==> src/capture_pkg.sv <==
// Package with register map, field layout, mode codes and constants of the event capture unit.
package capture_pkg;

	// Number of independent capture channels.
	localparam int channel_count = 2;

	// Register byte offsets on the APB bus, one aligned word each.
	localparam logic [7:0] control_one_offset = 8'h00;
	localparam logic [7:0] source_one_offset = 8'h04;
	localparam logic [7:0] value_one_offset = 8'h08;
	localparam logic [7:0] control_two_offset = 8'h10;
	localparam logic [7:0] source_two_offset = 8'h14;
	localparam logic [7:0] value_two_offset = 8'h18;
	localparam logic [7:0] status_offset = 8'h20;
	localparam logic [7:0] mask_offset = 8'h24;

	// Address bits used by the decoder.
	localparam int addr_width = 8;

	// Field positions in the control register.
	localparam int enable_bit = 7;
	localparam int alignment_bit = 4;
	localparam int mode_lsb = 0;
	localparam int mode_width = 4;

	// Source select field width in the source register.
	localparam int source_width = 2;

	// Reset values of the software registers.
	localparam logic [7:0] control_reset = 8'h00;
	localparam logic [1:0] source_reset = 2'h0;
	localparam logic [1:0] mask_reset = 2'h0;

	// Writable bits of the control register; the rest read as zero.
	localparam logic [7:0] control_write_mask = 8'h9f;

	// Capture mode encodings of the mode field.
	typedef enum logic [3:0] {
		mode_off = 4'h0,
		mode_any_edge = 4'h3,
		mode_fall = 4'h4,
		mode_rise = 4'h5,
		mode_rise_4 = 4'h6,
		mode_rise_16 = 4'h7
	} capture_mode_t;

	// Capture source encodings of the source field.
	typedef enum logic [1:0] {
		source_pin = 2'h0,
		source_comp_one = 2'h1,
		source_comp_two = 2'h2,
		source_pin_change = 2'h3
	} capture_source_t;

	// Prescaler terminal counts for the divided rising-edge modes.
	localparam logic [3:0] prescale_last_4 = 4'h3;
	localparam logic [3:0] prescale_last_16 = 4'hf;
	localparam logic [3:0] prescale_zero = 4'h0;
	localparam logic [3:0] prescale_step = 4'h1;

	// Width of the captured timer value.
	localparam int value_width = 16;

endpackage

==> src/capture_channel_if.sv <==
// Interface carrying one capture channel's settings and results.
`timescale 1ns/100ps
interface capture_channel_if;
	import capture_pkg::*;

	logic [7:0] control; // Control register contents.
	logic [1:0] source; // Source select field.
	logic [value_width-1:0] value; // Captured timer value.
	logic capture; // One-cycle capture strobe.

	// The register file drives settings and reads results.
	modport regs (output control, output source, input value, input capture);
	// The channel reads settings and drives results.
	modport chan (input control, input source, output value, output capture);
endinterface // capture_channel_if

==> src/capture_channel.sv <==
// One capture channel: source select, edge detect, prescaler and value latch.
`timescale 1ns/100ps
module capture_channel
	import capture_pkg::*;
(
	input wire logic pclk,
	input wire logic presetn,
	input wire logic clk_en,
	input wire logic pin_in,
	input wire logic comp_one_sync,
	input wire logic comp_two_sync,
	input wire logic pin_change,
	input wire logic [value_width-1:0] timer_count,
	capture_channel_if.chan ch
);

	// Previous sample of the selected source.
	logic prev_sample;
	// Edge prescaler count.
	logic [3:0] prescale;
	// Captured value and strobe registers.
	logic [value_width-1:0] value;
	logic capture;

	// Source selection.
	wire [1:0] sel = ch.source;
	wire sample = (sel == source_pin) ? pin_in :
		(sel == source_comp_one) ? comp_one_sync :
		(sel == source_comp_two) ? comp_two_sync : pin_change;

	// Mode decode; only the documented capture codes count as capture mode.
	wire [3:0] mode = ch.control[mode_lsb +: mode_width];
	wire enabled = ch.control[enable_bit];
	wire is_capture = (mode == mode_any_edge) || (mode == mode_fall) || (mode == mode_rise) ||
		(mode == mode_rise_4) || (mode == mode_rise_16);
	wire active = enabled && is_capture;

	// Edges against the previous clock sample.
	wire rise = sample && !prev_sample;
	wire fall = !sample && prev_sample;

	// Prescaler terminal count for the divided modes.
	wire [3:0] last = (mode == mode_rise_16) ? prescale_last_16 : prescale_last_4;
	wire divided = (mode == mode_rise_4) || (mode == mode_rise_16);
	wire prescale_done = (prescale >= last);

	// Event qualification per mode.
	wire event_hit = active && (
		((mode == mode_any_edge) && (rise || fall)) ||
		((mode == mode_fall) && fall) ||
		((mode == mode_rise) && rise) ||
		(divided && rise && prescale_done));

	// Prescaler next value: steps on divided-mode rising edges, else held; cleared when not active.
	wire [3:0] next_prescale = !active ? prescale_zero :
		(divided && rise) ? (prescale_done ? prescale_zero : 4'(prescale + prescale_step)) : prescale;

	// Sample history and prescaler.
	always_ff @(posedge pclk or negedge presetn) begin
		if (!presetn) begin
			prev_sample <= 1'b0;
			prescale <= prescale_zero;
		end else if (clk_en) begin
			prev_sample <= sample;
			prescale <= next_prescale;
		end
	end

	// Value latch overwrites on every event; strobe lasts one clock.
	always_ff @(posedge pclk or negedge presetn) begin
		if (!presetn) begin
			value <= '0;
			capture <= 1'b0;
		end else if (clk_en) begin
			capture <= event_hit;
			if (event_hit) begin
				value <= timer_count;
			end
		end
	end

	assign ch.value = value;
	assign ch.capture = capture;

endmodule // capture_channel

==> src/timer_event_capture_unit.sv <==
// Top of the event capture unit: APB register file, two channels and interrupt.
// Behaviour
// - Event copies 16-bit base timer into value.
// - Mode picks any, falling, rising, 4th, 16th.
// - Source select picks pin, comparators, pin-change.
// - Every capture sets the channel event flag.
// - Flag stays set until software clears it.
// - New capture overwrites old value, no lockout.
// - Two independent identical channels exist.
// - Prescaler clears when off, non-capture, reset.
// - Capture output pulses one clock per capture.
//
// The implementer's own choices: the APB interface to the registers and the address map.
`timescale 1ns/100ps
module timer_event_capture_unit
	import capture_pkg::*;
(
	input wire logic pclk,
	input wire logic presetn,
	input wire logic clk_en,
	input wire logic psel,
	input wire logic penable,
	input wire logic pwrite,
	input wire logic [addr_width-1:0] paddr,
	input wire logic [31:0] pwdata,
	output logic [31:0] prdata,
	output logic pready,
	output logic pslverr,
	input wire logic [channel_count-1:0] capture_pin,
	input wire logic comparator_one_sync_out,
	input wire logic comparator_two_sync_out,
	input wire logic pin_change_trigger,
	input wire logic [value_width-1:0] base_timer_count,
	output logic [channel_count-1:0] capture_out,
	output logic irq
);

	// Decodes an APB offset into a register selector; used for reads and writes.
	function automatic logic [3:0] decode(input logic [addr_width-1:0] a);
		case (a)
			control_one_offset: decode = 4'h1;
			source_one_offset: decode = 4'h2;
			value_one_offset: decode = 4'h3;
			control_two_offset: decode = 4'h4;
			source_two_offset: decode = 4'h5;
			value_two_offset: decode = 4'h6;
			status_offset: decode = 4'h7;
			mask_offset: decode = 4'h8;
			default: decode = 4'h0;
		endcase
	endfunction

	// Channel connections, one interface per channel.
	capture_channel_if chan_bus[channel_count]();

	// Software registers per channel.
	logic [7:0] control [channel_count];
	logic [1:0] source [channel_count];
	// Sticky event flags and their mask.
	logic [channel_count-1:0] status;
	logic [channel_count-1:0] mask;
	// Strobe collected from the channels.
	wire [channel_count-1:0] capture_hit;
	// Captured values collected for readback.
	wire [value_width-1:0] chan_value [channel_count];

	// Bus phase decode; the slave answers in the second access cycle, after one wait state.
	wire access = psel && penable;
	wire [3:0] reg_sel = decode(paddr);
	wire unmapped = (reg_sel == 4'h0);
	wire wr = access && pwrite && !unmapped && clk_en;
	wire rd = access && !pwrite && !unmapped && clk_en;
	// Clear only at the edge that loads the read data, so a capture landing in the
	// answer cycle is not wiped out before software has seen it.
	wire status_read = rd && !pready && (reg_sel == 4'h7);

	// Two channels built from one description.
	genvar g;
	generate
		for (g = 0; g < channel_count; g++) begin : gen_chan
			assign chan_bus[g].control = control[g];
			assign chan_bus[g].source = source[g];
			assign capture_hit[g] = chan_bus[g].capture;
			assign chan_value[g] = chan_bus[g].value;

			capture_channel u_chan (
				.pclk(pclk),
				.presetn(presetn),
				.clk_en(clk_en),
				.pin_in(capture_pin[g]),
				.comp_one_sync(comparator_one_sync_out),
				.comp_two_sync(comparator_two_sync_out),
				.pin_change(pin_change_trigger),
				.timer_count(base_timer_count),
				.ch(chan_bus[g])
			);

			// Per-channel write decode for control and source.
			wire ctl_hit = wr && (reg_sel == ((g == 0) ? 4'h1 : 4'h4));
			wire src_hit = wr && (reg_sel == ((g == 0) ? 4'h2 : 4'h5));

			// Control and source registers steer the channel.
			always_ff @(posedge pclk or negedge presetn) begin
				if (!presetn) begin
					control[g] <= control_reset;
					source[g] <= source_reset;
				end else begin
					if (ctl_hit) begin
						control[g] <= pwdata[7:0] & control_write_mask;
					end
					if (src_hit) begin
						source[g] <= pwdata[source_width-1:0];
					end
				end
			end

			// Event flag: a capture sets it, a status read clears it, set wins.
			always_ff @(posedge pclk or negedge presetn) begin
				if (!presetn) begin
					status[g] <= 1'b0;
				end else if (clk_en) begin
					if (capture_hit[g]) begin
						status[g] <= 1'b1;
					end else if (status_read) begin
						status[g] <= 1'b0;
					end
				end
			end
		end
	endgenerate

	// Value readback, honouring the alignment bit for a left-justified view.
	function automatic logic [31:0] value_word(input logic [value_width-1:0] v, input logic left);
		value_word = left ? {v, 16'h0000} : {16'h0000, v};
	endfunction

	// Read data selection.
	wire [31:0] read_mux =
		(reg_sel == 4'h1) ? {24'h000000, control[0]} :
		(reg_sel == 4'h2) ? {30'h00000000, source[0]} :
		(reg_sel == 4'h3) ? value_word(chan_value[0], control[0][alignment_bit]) :
		(reg_sel == 4'h4) ? {24'h000000, control[1]} :
		(reg_sel == 4'h5) ? {30'h00000000, source[1]} :
		(reg_sel == 4'h6) ? value_word(chan_value[1], control[1][alignment_bit]) :
		(reg_sel == 4'h7) ? {30'h00000000, status} :
		(reg_sel == 4'h8) ? {30'h00000000, mask} : 32'h00000000;

	// Mask register write.
	always_ff @(posedge pclk or negedge presetn) begin
		if (!presetn) begin
			mask <= mask_reset;
		end else if (wr && (reg_sel == 4'h8)) begin
			mask <= pwdata[channel_count-1:0];
		end
	end

	// APB answer: registered data, one wait state, error on unmapped access.
	// The registered answer keeps every output straight from a flip-flop.
	always_ff @(posedge pclk or negedge presetn) begin
		if (!presetn) begin
			prdata <= 32'h00000000;
			pready <= 1'b0;
			pslverr <= 1'b0;
		end else if (clk_en) begin
			pready <= access && !pready;
			pslverr <= access && !pready && unmapped;
			prdata <= (psel && !pwrite && !pready) ? read_mux : 32'h00000000;
		end
	end

	// Registered strobe out and level interrupt.
	always_ff @(posedge pclk or negedge presetn) begin
		if (!presetn) begin
			capture_out <= '0;
			irq <= 1'b0;
		end else if (clk_en) begin
			capture_out <= capture_hit;
			irq <= |((status | capture_hit) & mask & ~({channel_count{status_read}} & ~capture_hit));
		end
	end

endmodule // timer_event_capture_unit

==> config.mk <==
export PLATFORM = sky130hd
export DESIGN_NAME = timer_event_capture_unit
export DESIGN_NICKNAME = d
export VERILOG_FILES = /design/src/capture_pkg.sv /design/src/capture_channel_if.sv /design/src/capture_channel.sv /design/src/timer_event_capture_unit.sv
export SDC_FILE = /design/constraint.sdc
export NUM_CORES = 1
export LEC_CHECK = 0
export ABC_AREA = 1
export BUFFER_PORTS_ARGS = -buffer_cell sky130_fd_sc_hd__buf_2
export CORE_ASPECT_RATIO = 0.75
export CORE_MARGIN = 1
export CORE_UTILIZATION = 35
export CTS_BUF_LIST = sky130_fd_sc_hd__clkbuf_8
export DETAILED_ROUTE_END_ITERATION = 16
export SLEW_MARGIN = 20
export SYNTH_ARGS = -nofsm -noshare
export SYNTH_HDL_FRONTEND = slang
export SYNTH_HIERARCHICAL = 1
export SYNTH_SLANG_ARGS = --single-unit
==> constraint.sdc <==
create_clock -name pclk -period 5.5 [get_ports pclk]
set_input_delay 0.825 -clock pclk [delete_from_list [all_inputs] [get_ports pclk]]
set_output_delay 0.825 -clock pclk [all_outputs]
set_load 0.1 [all_outputs]
==> results by group <==
Place
  • Placed cells: 974
  • Post-place instance area: 6200 um2
  • Detailed placement HPWL: 11.3 mm
  • Port Buffers: 77
  • GP Congestion: 0.820

Worst setup path
  • CP max FO: 40
  • Arr. time, crit path: 2.67 ns
  • Worst EP required: 5.78 ns
  • Cells along the critical path: buf_2 > inv_2 > nor3_2 > nand4_2 > nand2_1 > o21ai_2
  • Critical path class: in2reg
  • Slowest cell on crit path: nor3_2
  • Crit path max-delay family: simple AND/OR/NAND/NOR gates
  • Worst setup EP type: flip-flop
  • CP Launch Type: input port
  • Delay of the slowest critical-path stage: 0.59 ns
  • Worst path bufs/invs: 2

Layout
  • Commonest non-fill, non-tap cell in the layout: nand2_1
  • Filler Cells Inserted: 1,698
  • Syn-to-layout area delta: 12.1%
  • Most frequent cells in the layout: nand2_1, dfrtp_1, buf_2
  • Share of cells above drive strength 1: 0.221
  • Final-stage net count: 852
  • Post-route cell area: 6430 um2
  • Finished Layout Cells: 992

Timing
  • Fin. max-slew vios: 0
  • Final setup violating endpoints: 0
  • Worst slew margin: 0.519
  • Setup Skew: 0.00975 ns
  • Final TNS setup: 0 ns
  • Post-route minimum period: 2.39 ns
  • Worst Tran Pin Value: 0.722 ns
  • Final worst-path cycle share: 0.435
  • Hold Fails Final Rpt: 0
  • RSZ-0062 raised after global routing: no
  • Fmax: 0.418 GHz

Synthesis
  • Synthesized area per cell: 8.05 um2
  • YS warnings: 6
  • Post-synthesis cell count: 713
  • Mapped Area: 5740 um2
  • Mapped Nets: 790

Die
  • Row cnt: 40
  • Core area: 16,000 um2
  • Die height: 113 um
  • Starting density of the core: 0.358
  • Die width: 150 um
  • Die Area: 16,900 um2
  • Top Ports: 104

Clocking
  • Buffer levels on the longest clock path: 2
  • Root Driver: clkbuf_8
  • Cts hold-fix bufs: 0
  • Total CTS buffers: 9
  • CTS resizes: 0
  • CTS HTree Levels: 3
  • Skew-Pair Late Insertion Delay: 0.39 ns
  • Setup bufs post-CTS: 0
  • CTS Sinks: 101
  • Clock-pin transition on the worst setup and hold timing paths: 0.10 ns
  • CTS tree: yes

Power and ir drop
  • Pwr Density: 216 nW/um2
  • Peak supply drop: 0.135 mV
  • Leak: 3.44 nW
  • Total power: 1.39 mW

Detailed routing
  • Detail Route Antenna Nets: 0
  • Wirelength per Cell: 15.6 um
  • Drt pass-1 iters: 7
  • DRT iter0 DRCs: 409
  • Post-route DRC: 0
  • Via density: 4.95
  • Total Routed Length: 15.5 mm
  • Via Count: 4,906

GRT
  • Gr usage total: 0.194
  • Largest net degree at the start of global routing: 57
  • First-pass GRT wire length: 25.0 mm
  • Via count of the first global-routing pass: 4,451
  • Initial antenna violation count: 3
  • Gr ovfl total: 0

Run
  • Max_cap viols: 0

Worst hold path
  • Hold/Removal Path Class: in2async

Status
  • Status: finished, final reports clean
==> metal layers <==
layer,global-route usage,vias to the layer above,wire length (um)
met4,0.0384,2,91
met2,0.246,148,5840
met5,0,-,13
met3,0.0520,6,1010
met1,0.317,2282,8520
li1,-,2468,-
==> final cells by class <==
type	instances	area, um2	share of cell area
multi-input cells	514	2740	0.426
well taps	210	263	0.0409
diodes	2	5.00	0.000778
flip-flops and latches	101	2530	0.393
repair buffers	79	403	0.0626
clock inverters	7	98.8	0.0154
inverters	70	268	0.0416
clock buffers	9	124	0.0193
==> final timing paths <==
path / endpoint / cells after the start / from / slack, ns
max in group asynchronous: gen_chan[0].u_chan/ch.value[12] / 2 / presetn / 3.94
worst min register to register: gen_chan[1].u_chan/ch.value[14] / 2 / gen_chan[1].u_chan/ch.value[14] / 0.48
worst min-delay path: gen_chan[0].u_chan/prescale[2] / 1 / presetn / 0.48
worst max-delay path: chan_bus[1].control[1] / 6 / clk_en / 3.11
worst max register to register: gen_chan[0].u_chan/ch.value[8] / 11 / chan_bus[0].control[1] / 3.25
min in group pclk: gen_chan[1].u_chan/ch.value[14] / 2 / gen_chan[1].u_chan/ch.value[14] / 0.48
==> per-stage QoR <==
| stage | setup WS, ns | hold WS (ns) | utilization |
|---|---|---|---|
| 6_report | 3.11 | 0.479 | 0.402 |
| 5_1_grt | 2.93 | 0.505 | 0.401 |
| 4_1_cts | 3.12 | 0.483 | 0.401 |
| 3_5_place_dp | 2.70 | 0.462 | 0.387 |
| 3_3_place_gp | 2.71 | 0.456 | 0.387 |
| 2_1_floorplan | 3.36 | 0.442 | - |
==> worst register-to-register path, delay by kind of cell (launching register included) <==
kind	cells	cell delay, ns
fa+ha+maj	1	0.29
buf+inv	1	0.09
flops	1	0.48
simple gates	9	1.33
==> power by group <==
group / total [mW] / switching, mW / leakage [nW] / internal [mW]
clock network: 0.528 / 0.269 / 0.110 / 0.258
logic: 0.108 / 0.0811 / 1.92 / 0.0264
registers: 0.753 / 0.00549 / 1.40 / 0.747
total: 1.39 / 0.356 / 3.44 / 1.03
==> flip-flops by register name, summed over array words and instances (netlist names) <==
signal                       flops
gen_chan.u_chan/prescale         8
mask                             2
gen_chan.u_chan/ch.value        32
pslverr                          1
pready                           1
status                           2
chan_bus.control                12
capture_out                      2
chan_bus.source                  4
gen_chan.u_chan/prev_sample      2
irq                              1
gen_chan.u_chan/ch.capture       2
prdata                          32
No activity file was read; power rests on OpenSTA's default activity.
